==> config.mk <==
export PLATFORM = sky130hd
export DESIGN_NAME = codec_fault_interrupt_unit
export DESIGN_NICKNAME = d
export VERILOG_FILES = /design/src/rtl/codec_fault_pkg.sv /design/src/rtl/codec_fault_interrupt_unit.sv
export VERILOG_INCLUDE_DIRS = /design/src /design/src/rtl
export SDC_FILE = /design/constraint.sdc
export NUM_CORES = 1
export LEC_CHECK = 0
export BUFFER_PORTS_ARGS = -buffer_cell sky130_fd_sc_hd__buf_2
export CORE_MARGIN = 2
export CORE_UTILIZATION = 47
export CTS_BUF_LIST = sky130_fd_sc_hd__clkbuf_4 sky130_fd_sc_hd__clkbuf_8 sky130_fd_sc_hd__clkbuf_16
export DETAILED_ROUTE_END_ITERATION = 10
export GPL_TIMING_DRIVEN = 0
export PLACE_DENSITY = 0.75
export SLEW_MARGIN = 20
export SYNTH_ARGS = -nofsm -noshare
export SYNTH_HDL_FRONTEND = slang
export SYNTH_SLANG_ARGS = --single-unit
==> constraint.sdc <==
create_clock -name mclk_i -period 1.8 [get_ports mclk_i]
set_input_delay 0.27 -clock mclk_i [delete_from_list [all_inputs] [get_ports mclk_i]]
set_output_delay 0.27 -clock mclk_i [all_outputs]
set_load 0.005 [all_outputs]
==> src/rtl/codec_fault_params.svh <==
`ifndef CODEC_FAULT_PARAMS_SVH
`define CODEC_FAULT_PARAMS_SVH

// register offsets on the control port
`define ADDR_INTERRUPT_SETUP 8'h1E
`define ADDR_FAULT_MASK_FIRST 8'h1F
`define ADDR_FAULT_MASK_SECOND 8'h20
`define ADDR_FAULT_FLAGS_FIRST 8'h21
`define ADDR_FAULT_FLAGS_SECOND 8'h22

// interrupt_setup fields
`define SETUP_AUTOSET_BIT 7
`define SETUP_POL_HI 6
`define SETUP_POL_LO 5
`define SETUP_USED_MASK 8'hE0

// first and second mask / flag register fields
`define FIRST_TEST_BIT 7
`define FIRST_SERIAL_BIT 6
`define FIRST_CLOCK_BIT 5
`define FIRST_USED_MASK 8'hEF
`define SECOND_USED_MASK 8'h1F

// reset values: everything masked, autoset on, active high
`define RESET_SETUP 8'h00
`define RESET_MASK_FIRST 8'hEF
`define RESET_MASK_SECOND 8'h1F
`define RESET_FLAGS 8'h00

// powered down when all converter power-down bits are set
`define ALL_POWERED_DOWN 8'hFF

`endif

==> src/rtl/codec_fault_pkg.sv <==
package codec_fault_pkg;

    typedef enum logic [1:0] {
        POL_ACTIVE_HIGH,
        POL_ACTIVE_LOW,
        POL_OPEN_DRAIN,
        POL_RESERVED
    } irq_pin_polarity_e;

    // raw fault events, one-cycle pulses from the detectors
    typedef struct packed {
        logic test_state_fault;
        logic [3:0] converter_overrange;
        logic [4:0] output_saturation;
    } fault_events_s;

    // control-port configuration watched for serial faults
    typedef struct packed {
        logic [1:0] serial_format_field;
        logic [1:0] rate_range_field;
        logic [7:0] clock_ratio;
        logic [7:0] power_down_bits;
    } port_config_s;

endpackage : codec_fault_pkg

==> src/rtl/codec_fault_interrupt_unit.sv <==
`timescale 1ns/1ps
`include "codec_fault_params.svh"
module codec_fault_interrupt_unit (
    // clock and reset
    input wire logic mclk_i,
    input wire logic rst_n_i,
    // control port register access
    input wire logic reg_wr_i,
    input wire logic reg_rd_i,
    input wire logic [7:0] reg_addr_i,
    input wire logic [7:0] reg_wdata_i,
    output logic [7:0] reg_rdata_o,
    // fault sources
    input wire codec_fault_pkg::fault_events_s events_i,
    input wire codec_fault_pkg::port_config_s config_i,
    // interrupt pin
    output logic irq_o,
    output logic irq_oe_o
);

    logic [7:0] interrupt_setup;
    logic [7:0] fault_mask_first;
    logic [7:0] fault_mask_second;
    logic [7:0] fault_flags_first;
    logic [7:0] fault_flags_second;
    codec_fault_pkg::port_config_s config_prev;
    logic config_valid;
    logic [7:0] next_set_first;
    logic [7:0] next_set_second;
    logic serial_change;
    logic ratio_change;
    logic powered_up;
    logic rd_first;
    logic rd_second;
    logic irq_active;
    codec_fault_pkg::irq_pin_polarity_e pol;

    // decoded strobes and next values
    logic wr_setup;
    logic wr_mask_first;
    logic wr_mask_second;
    logic autoset_on;
    logic [7:0] next_rdata;
    logic next_irq;
    logic next_irq_oe;

    ////////////////////////////////////////////////////////////////////////
    // fault detection

    // watched fields as they stood one cycle ago
    always_ff @(posedge mclk_i) begin
        if (!rst_n_i) begin
            config_prev <= '0;
            config_valid <= 1'b0;
        end else begin
            config_prev <= config_i;
            config_valid <= 1'b1;
        end
    end

    // first cycle after reset has no history, so no change is reported
    always_comb begin
        powered_up = config_i.power_down_bits != `ALL_POWERED_DOWN;
        serial_change = config_valid && powered_up &&
            ((config_i.serial_format_field !=
              config_prev.serial_format_field) ||
             (config_i.rate_range_field != config_prev.rate_range_field));
        ratio_change = config_valid && powered_up &&
            (config_i.clock_ratio != config_prev.clock_ratio);
        next_set_first = 8'h00;
        next_set_first[`FIRST_TEST_BIT] = events_i.test_state_fault;
        // a ratio change also upsets the serial framing
        next_set_first[`FIRST_SERIAL_BIT] =
            serial_change || ratio_change;
        next_set_first[`FIRST_CLOCK_BIT] = ratio_change;
        next_set_first[3:0] = events_i.converter_overrange;
        next_set_second = {3'h0, events_i.output_saturation};
    end

    ////////////////////////////////////////////////////////////////////////
    // register access

    assign rd_first = reg_rd_i && (reg_addr_i == `ADDR_FAULT_FLAGS_FIRST);
    assign rd_second = reg_rd_i && (reg_addr_i == `ADDR_FAULT_FLAGS_SECOND);
    assign wr_setup = reg_wr_i && (reg_addr_i == `ADDR_INTERRUPT_SETUP);
    assign wr_mask_first = reg_wr_i &&
        (reg_addr_i == `ADDR_FAULT_MASK_FIRST);
    assign wr_mask_second = reg_wr_i &&
        (reg_addr_i == `ADDR_FAULT_MASK_SECOND);
    // autoset is the default mode, select bit low
    assign autoset_on = !interrupt_setup[`SETUP_AUTOSET_BIT];

    always_ff @(posedge mclk_i) begin
        if (!rst_n_i) begin
            interrupt_setup <= `RESET_SETUP;
        end else if (wr_setup) begin
            interrupt_setup <= reg_wdata_i & `SETUP_USED_MASK;
        end
    end

    // a host write in the same cycle as an autoset read wins
    always_ff @(posedge mclk_i) begin
        if (!rst_n_i) begin
            fault_mask_first <= `RESET_MASK_FIRST;
        end else if (wr_mask_first) begin
            fault_mask_first <= reg_wdata_i & `FIRST_USED_MASK;
        end else if (rd_first && autoset_on) begin
            // only the flags returned by this read get masked
            fault_mask_first <= fault_mask_first | fault_flags_first;
        end
    end

    always_ff @(posedge mclk_i) begin
        if (!rst_n_i) begin
            fault_mask_second <= `RESET_MASK_SECOND;
        end else if (wr_mask_second) begin
            fault_mask_second <= reg_wdata_i & `SECOND_USED_MASK;
        end else if (rd_second && autoset_on) begin
            fault_mask_second <= fault_mask_second | fault_flags_second;
        end
    end

    // writes to the flag registers are ignored; set wins over read clear
    always_ff @(posedge mclk_i) begin
        if (!rst_n_i) begin
            fault_flags_first <= `RESET_FLAGS;
        end else begin
            fault_flags_first <= ((rd_first ? 8'h00 : fault_flags_first) |
                next_set_first) & `FIRST_USED_MASK;
        end
    end

    always_ff @(posedge mclk_i) begin
        if (!rst_n_i) begin
            fault_flags_second <= `RESET_FLAGS;
        end else begin
            fault_flags_second <= ((rd_second ? 8'h00 : fault_flags_second) |
                next_set_second) & `SECOND_USED_MASK;
        end
    end

    // unmapped addresses read as zero
    always_comb begin
        if (reg_addr_i == `ADDR_INTERRUPT_SETUP) begin
            next_rdata = interrupt_setup;
        end else if (reg_addr_i == `ADDR_FAULT_MASK_FIRST) begin
            next_rdata = fault_mask_first;
        end else if (reg_addr_i == `ADDR_FAULT_MASK_SECOND) begin
            next_rdata = fault_mask_second;
        end else if (reg_addr_i == `ADDR_FAULT_FLAGS_FIRST) begin
            next_rdata = fault_flags_first;
        end else if (reg_addr_i == `ADDR_FAULT_FLAGS_SECOND) begin
            next_rdata = fault_flags_second;
        end else begin
            next_rdata = 8'h00;
        end
    end

    // read data holds until the next read strobe
    always_ff @(posedge mclk_i) begin
        if (!rst_n_i) begin
            reg_rdata_o <= 8'h00;
        end else if (reg_rd_i) begin
            reg_rdata_o <= next_rdata;
        end
    end

    ////////////////////////////////////////////////////////////////////////
    // interrupt pin

    // a mask bit of 1 keeps its flag off the pin
    assign irq_active = |(fault_flags_first & ~fault_mask_first) |
        |(fault_flags_second & ~fault_mask_second);
    assign pol = codec_fault_pkg::irq_pin_polarity_e'(
        interrupt_setup[`SETUP_POL_HI:`SETUP_POL_LO]);

    // reserved polarity code behaves as active high
    always_comb begin
        case (pol)
            codec_fault_pkg::POL_ACTIVE_LOW: begin
                next_irq = !irq_active;
                next_irq_oe = 1'b1;
            end
            // open drain only ever pulls low, so the enable carries the state
            codec_fault_pkg::POL_OPEN_DRAIN: begin
                next_irq = 1'b0;
                next_irq_oe = irq_active;
            end
            default: begin
                next_irq = irq_active;
                next_irq_oe = 1'b1;
            end
        endcase
    end

    // registered so the pin never glitches while flags and masks settle
    always_ff @(posedge mclk_i) begin
        if (!rst_n_i) begin
            irq_o <= 1'b0;
            irq_oe_o <= 1'b1;
        end else begin
            irq_o <= next_irq;
            irq_oe_o <= next_irq_oe;
        end
    end

endmodule : codec_fault_interrupt_unit

After elaboration in Yosys (flattened, before gate mapping). Cells that the tools add are included.

Register bits: 55. Latch bits: 0. RAM bits: 0. ROM bits: 0. Memories kept: 0.

Add/sub/neg operators: 0. Multipliers: 0. Div/mod/pow operators: 0. Magnitude comparators: 0. Equality and inequality tests: 11. Shifts and indexed selects: 0. Mux-type cells: 13. Bitwise gates (word level): 10. Reductions and logical operators: 21.

Operators with widths (count): $mux 8 (7); $eq 8x6->1 const B (3); $mux 5 (4); $eq 8x5->1 const B (2); $not 8->8 (2); $or 8x8->8 (2); $reduce_or 8->1 (2); $logic_and 1x1->1 (10); $and 5x8->8 (1); $and 8x8->8 (1); $ne 8x8->1 (1); $ne 8x8->1 const B (1); $or 8x5->8 (1); $or 5x5->5 (1); $ne 2x2->1 (2); $reduce_bool 2->1 (2); $reduce_or 2->1 (2); $eq 2x1->1 const B (1); $eq 2x2->1 const B (1); $logic_not 1->1 (2); $logic_or 1x1->1 (2); $pmux 1 s2 (1); $reduce_and 2->1 (1); $mux 1 (1); 2 further kinds (2).

Longest topological paths before layout. Gate-level depths: netlist of the first run.

Depth after elaboration: 6. Gate-level depth with buffers: 7.

Worst setup path before layout of the first run. Ideal clock, no wire load.

Path type: input port to flip-flop. Start: input reg_addr_i[3]. End: register fault_mask_second[0]. Setup time: 0.064 ns. Data arrival time: 1.814 ns. Slack: -0.078 ns. Stages on the path: 6. Path buffers: 1. Cells stage by stage: or4b_4 > or3_1 > buf_6 > nor4b_4 > a211oi_1 > nor2_1.

Longest elaborated chain between the ends: 4.

RTL lines: start, declared (line codec_fault_interrupt_unit.sv:10) `input wire logic [7:0] reg_addr_i,`; $eq 8x6->1 (no source line); $logic_and 1x1->1 (line codec_fault_interrupt_unit.sv:84) `` assign rd_second = reg_rd_i && (reg_addr_i == `ADDR_FAULT_FLAGS_SECOND); ``; $logic_and 1x1->1 (line codec_fault_interrupt_unit.sv:118) `end else if (rd_second && autoset_on) begin`; $reduce_bool 2->1 (no source line); end signal, assigned (line codec_fault_interrupt_unit.sv:115) `` fault_mask_second <= `RESET_MASK_SECOND; ``; end signal, assigned (line codec_fault_interrupt_unit.sv:117) `` fault_mask_second <= reg_wdata_i & `SECOND_USED_MASK; ``; end signal, assigned (line codec_fault_interrupt_unit.sv:119) `fault_mask_second <= fault_mask_second | fault_flags_second;`; end, declared (line codec_fault_interrupt_unit.sv:23) `logic [7:0] fault_mask_second;`.

Several ways; a longest one is shown, not always the timed one. A chain may end at the register's enable or synchronous reset.

Final worst setup path of the first run.
Start: input reg_addr_i[3]. End: register reg_rdata_o[4].

Longest elaborated chain between the ends: 6.

RTL lines: $eq 8x6->1 (no source line); $mux 5 (line codec_fault_interrupt_unit.sv:152) `` end else if (reg_addr_i == `ADDR_FAULT_FLAGS_SECOND) begin ``; $mux 8 (line codec_fault_interrupt_unit.sv:150) `` end else if (reg_addr_i == `ADDR_FAULT_FLAGS_FIRST) begin ``; $mux 8 (line codec_fault_interrupt_unit.sv:148) `` end else if (reg_addr_i == `ADDR_FAULT_MASK_SECOND) begin ``; $mux 8 (line codec_fault_interrupt_unit.sv:146) `` end else if (reg_addr_i == `ADDR_FAULT_MASK_FIRST) begin ``; $mux 8 * (line codec_fault_interrupt_unit.sv:144) `` if (reg_addr_i == `ADDR_INTERRUPT_SETUP) begin ``; end signal, assigned (line codec_fault_interrupt_unit.sv:164) `reg_rdata_o <= next_rdata;`; end, declared (line codec_fault_interrupt_unit.sv:12) `output logic [7:0] reg_rdata_o,`.

Mark *: on every way between the ends. The rest lies on a longest branch, timed or not.

==> qor.txt, run 1 <==
status - complete, no violations
CTS tree - done
GRT overflow - 0
ys flop type - dfxtp_1
DRC errors left - 0
Peak Freq - 580.3 MHz
maxcap violations - 0
Hold Crit Depth - 1
xor/xnor cell area share of the yosys netlist - 0.04693
Syn. warnings - 0
Worst Path Arrival - 1.96 ns
PD cells - 793.3 mW/mm2
Final HPWL DP - 3985 um
crit-path max FO - 4
Leak - 1.147 nW
die width - 73.03 um
drt first-iter violations - 156
mux cell area share after synthesis - 0.03575
first-pass GRT wire length - 8625 um
vias in the first global route - 1933
utilization after layout - 0.5895
CP Data Required Time - 2.04 ns
worst vdd ir - 415.9 uV
Mean Syn Cell Area - 8.783 um2
layout cells sized above 1 - 0.2500
Net Sw Frac - 0.2226
total track usage - 0.2117
Detailed Routing Iterations Pass 1 - 4
Clock transition at path regs - 0.08 ns
die span in y - 73.03 um
PortBufs - 58
cell taking the most area after synthesis - dfxtp_1
Synth Area in Compound Gates - 0.1749
fin crit share - 0.9574
vias per cell - 5.344
Combinational Power Share - 0.098
Setup Viol. Count Final - 0
Synth-to-Final Area Change - 22.68%
sequential share of the synthesized area - 0.4469
antenna cell count - 0
Post-Synth Adder-Cell Area - 0.01117
Layout Nets - 376
unrepaired setup endpoints after global routing - true
Synth area leaders - dfxtp_1, nor2_1, a21oi_1
final hold slack - 0.1180 ns
CTS max path bufs - 2
synthesized area - 0.002240 mm2
clock latency on the worst-skew pair - 0.30 ns
worst hold path type - in2reg
via count - 2020
max-slew violation count - 0
Worst Max-Slew Pin Slew - 0.5487 ns
# IOs - 60
crit end category - flip-flop
ys async rst share - 0
htree depth - 2
core area - 0.004661 mm2
Mapped Cells - 255
initial antenna violation count - 0
Syn Nets - 307
Starting Density - 0.4805
WL/cell - 14.16 um
Clock Root Buffer - clkbuf_8
Layout Skew - 0.007015 ns
Switch Pwr - 0.0004853 W
post-layout min period - 1.723 ns
Total Power - 0.002180 W
Yosys top cell area share - 0.4469
CP Class - in2reg
largest family of logic cells by synthesized area - simple AND/OR/NAND/NOR gates
CTS Buf Count - 5
Synth Register Bits - 50
DIE AREA - 0.005333 mm2
simple-gate share of the synthesized area - 0.2413
Routed Antenna Nets - 0
# clock sinks - 50
TNS Setup - 0 ns
worst r2r path cells - 5
P_int - 0.001694 W
Final Hold Fails - 0
total routed wirelength - 5351 um
Netlist cell types - 37
gp weighted congestion - 0.8996
Max-slew headroom - 0.6309
clock network power share - 0.361
largest net degree at the start of global routing - 15
count of standard-cell rows - 25
Critical Path Start Type - primary input
sequential share of power - 0.540
Post-synth EDFFs - 0
## worst paths after layout
kind                       start        endpoint  slack [ns]
max                reg_addr_i[3]  reg_rdata_o[4]        0.08
min                      rst_n_i    config_valid        0.12
min reg2reg       reg_rdata_o[3]  reg_rdata_o[3]        0.48
max reg2reg  fault_mask_first[3]           irq_o        0.37
## power by group through the flow
stage                     registers (W)  logic [W]  clock network (W)
after CTS                       0.00118   0.000214           0.000814
final                           0.00118   0.000214           0.000788
after global placement          0.00120   0.000208                  0
after detailed placement        0.00120   0.000212                  0
after floorplan                 0.00119   0.000118                  0
after global routing            0.00118   0.000242           0.000845
## metrics by stage
step | instances | cell area [um2] | worst slack, ns
6_report | 378 | 2748 | 0.07670
5_1_grt | 378 | 2748 | -0.03211
4_1_cts | 374 | 2718 | 0.03447
3_5_place_dp | 367 | 2597 | -0.4368
3_3_place_gp | 367 | 2597 | -0.3706
2_1_floorplan | 255 | 2240 | -0.07818
## state kept, by name, indices dropped and copies added (netlist names)
name                cells
config_prev            12
config_valid            1
fault_flags_first       7
fault_flags_second      5
fault_mask_first        7
fault_mask_second       5
interrupt_setup         3
irq_o                   1
irq_oe_o                1
reg_rdata_o             8
## critical path, stage by stage
cell     delay [ns]
buf_2          0.12
or4b_4         0.58
or3_4          0.42
buf_4          0.15
nor3_1         0.21
mux2i_1        0.11
nor2_1         0.09
## area by class of cell
class / count / area, um2
Timing Repair Buffer: 63 / 327.8
Clock buffer: 6 / 82.58
Multi-Input combinational cell: 186 / 1152
Clock inverter: 1 / 30.03
Fill cell: 419 / 1913
Sequential cell: 50 / 1001
Inverter: 8 / 30.03
Tap cell: 54 / 67.56
Buffer: 10 / 56.30
## cells by family (layout without fill, tap and decap cells)
group,count (synthesis),count (layout)
AOI/OAI and AO/OA,63,63
xor gates and xnor gates,12,12
adders and majority gates,2,2
DFF,50,50
and+or+nand+nor,101,101
muxes,8,8
buffers and inverters,19,88
## cells in the final DEF, fill, tap and decap left out, types with 9 or more instances in the layout
cell / netlist / routed
buf_2: 0 / 58
dfxtp_1: 50 / 50
nor2_1: 40 / 40
a21oi_1: 25 / 25
nand2_1: 13 / 13
a211oi_1: 12 / 12
xnor2_1: 12 / 12
and2_1: 12 / 12
o21ai_0: 9 / 9
nand2b_1: 9 / 9
## synthesized netlist by cell type (2+ instances only)
library cell / n
inv_1: 8
a22o_1: 4
o2111ai_1: 3
clkbuf_1: 8
nand3_1: 3
dfxtp_1: 50
nand4_1: 7
o22ai_1: 4
xnor2_1: 12
nor3_1: 5
a21oi_1: 25
buf_6: 2
a211oi_1: 12
nor2_1: 40
o21ai_0: 9
and2_1: 12
nand2b_1: 9
or3_1: 2
ha_1: 2
mux2i_1: 8
nand2_1: 13
a22oi_1: 2
## timing repair
action,4_1_cts,5_1_grt
gates resized for setup,3,0
setup buffers,1,4
setup endpoints to repair,5,9
pin swaps,3,6
hold buffers,0,0
## metal layers
metal	vias up	wire, um	track usage
met5	-	0	0
met2	89	2411	0.3383
met1	893	2440	0.2784
met3	7	414	0.04144
li1	1031	-	-
met4	0	83	0.08848
Note: power is estimated with default switching activity, not from simulation.
==> run 2: changes to the inputs <==
- CORE_UTILIZATION: 47 -> 46
- PLACE_DENSITY: 0.75 -> 0.74
==> run 2 against run 1 <==
Against the previous run:
- sequential share of layout area fell by 0.15 points
- non-clock buffer count down 3
- clock power decreased by 2%
- critical path type unchanged
- critical endpoint is now fault_mask_second[3]
- highest routed layer unchanged
==> qor.txt, run 2 (synthesized netlist as in run 1, its figures left out) <==
worst hold path type - in2reg
Worst Max-Slew Pin Slew - 0.5614 ns
WL/cell - 13.58 um
crit end category - flip-flop
largest net degree at the start of global routing - 16
clock network power share - 0.357
vias in the first global route - 1806
Routed Antenna Nets - 0
max-slew violation count - 0
Hold Buf Count CTS - 0
crit-path max FO - 5
# IOs - 60
GRT overflow - 0
final hold slack - 0.1147 ns
commonest non-fill, non-tap cell in the layout - buf_2
Layout Skew - 0.006507 ns
PD cells - 784.1 mW/mm2
Net Sw Frac - 0.2326
Detailed Routing Iterations Pass 1 - 4
Synth-to-Final Area Change - 23.18%
PortBufs - 58
initial antenna violation count - 0
Starting Density - 0.4742
total routed wirelength - 5281 um
biggest registers after layout - config_prev (12), reg_rdata_o (8)
# clock sinks - 50
unrepaired setup endpoints after global routing - false
worst vdd ir - 664.4 uV
htree depth - 2
max reg flops - 12
Worst Path Arrival - 1.97 ns
Reg2Reg Setup Slack - 0.37 ns
Layout Nets - 373
Max-slew headroom - 0.6223
Final Hold Fails - 0
count of standard-cell rows - 25
die span in y - 73.78 um
Biggest register - config_prev
TNS Setup - 0 ns
DIE AREA - 0.005443 mm2
worst r2r path cells - 5
most frequent cells in the layout - buf_2, dfxtp_1, nor2_1
clock latency on the worst-skew pair - 0.30 ns
Total Power - 0.002163 W
Switch Pwr - 0.0005032 W
CP Data Required Time - 2.04 ns
antenna cell count - 0
drt first-iter violations - 145
Clock transition at path regs - 0.09 ns
first-pass GRT wire length - 8404 um
maxcap violations - 0
HP Start - rst_n_i
crit path to - fault_mask_second[3]
Clock Root Buffer - clkbuf_8
core area - 0.004723 mm2
sequential share of power - 0.544
CP startpoint - reg_addr_i[2]
gp weighted congestion - 0.8891
CTS Buf Count - 5
fin crit share - 0.9571
R2R Path End - irq_o
total track usage - 0.2038
vias per cell - 5.293
P_int - 0.001660 W
CTS max path bufs - 2
DRC errors left - 0
CP Class - in2reg
via count - 2059
r2r startpoint - fault_mask_first[7]
Leak - 1.143 nW
status - complete, no violations
Critical Path Start Type - primary input
Setup Viol. Count Final - 0
CTS tree - done
Combinational Power Share - 0.099
die width - 73.78 um
post-layout min period - 1.723 ns
Peak Freq - 580.4 MHz
layout cells sized above 1 - 0.2516
Final HPWL DP - 4038 um
run 2: cell count changes in the layout (fill, tap and decap cells not counted), sizes merged:
cell    change
clkinv      +2
buf         -2
clkbuf      -2
run 2: how the worst min path moves through the flow:
stage,endpoint,depth (start not counted),slack [ns]
CTS,config_valid,1,0.10
detailed placement,config_valid,1,0.42
global placement,config_valid,1,0.42
finish,config_valid,1,0.11
global route,config_valid,1,0.11
floorplan,config_valid,0,0.30
run 2: critical path: stages:
cell and delay [ns]:
buf_2 0.12, or4b_4 0.59, or3_4 0.42, nor4b_4 0.21, buf_4 0.18, a211oi_1 0.07, nor2_1 0.11
run 2: routing by layer:
metal | wire [um] | vias up | GRT usage
li1 | - | 1028 | -
met1 | 2438 | 942 | 0.2809
met2 | 2406 | 81 | 0.3145
met3 | 372 | 8 | 0.05075
met4 | 63 | 0 | 0.06061
met5 | 0 | - | 0
run 2: repair_timing:
item,4_1_cts,5_1_grt
resized for setup,3,3
pin swaps,7,5
endpoints found under the setup margin,11,9
setup buffers,2,1
run 2: power groups by stage:
| stage | combinational, W | clock (W) | sequential (W) |
|---|---|---|---|
| 6_report | 0.000214 | 0.000772 | 0.00118 |
| 5_1_grt | 0.000239 | 0.000833 | 0.00118 |
| 4_1_cts | 0.000214 | 0.000787 | 0.00118 |
| 3_5_place_dp | 0.000211 | 0 | 0.00120 |
| 3_3_place_gp | 0.000209 | 0 | 0.00120 |
| 2_1_floorplan | 0.000118 | 0 | 0.00119 |
run 2: area by class of cell:
| type | count | area, um2 |
|---|---|---|
| well taps | 67 | 83.83 |
| clock inverters | 3 | 40.04 |
| plain buffers | 9 | 51.30 |
| repair buffers | 61 | 319.1 |
| inverters | 8 | 30.03 |
| flip-flops and latches | 50 | 1001 |
| fillers | 451 | 1964 |
| multi-input cells | 186 | 1165 |
| clock buffers | 5 | 68.82 |
run 2: metrics by stage:
stage	setup WS, ns	instances	utilization	area (um2)
final	0.07714	389	0.5841	2759
after global routing	0.01373	389	0.5841	2759
after CTS	0.0001479	389	0.5823	2750
after detailed placement	-0.4567	380	0.5534	2614
after global placement	-0.3904	380	0.5534	2614
after floorplan	-0.07818	255	-	2240
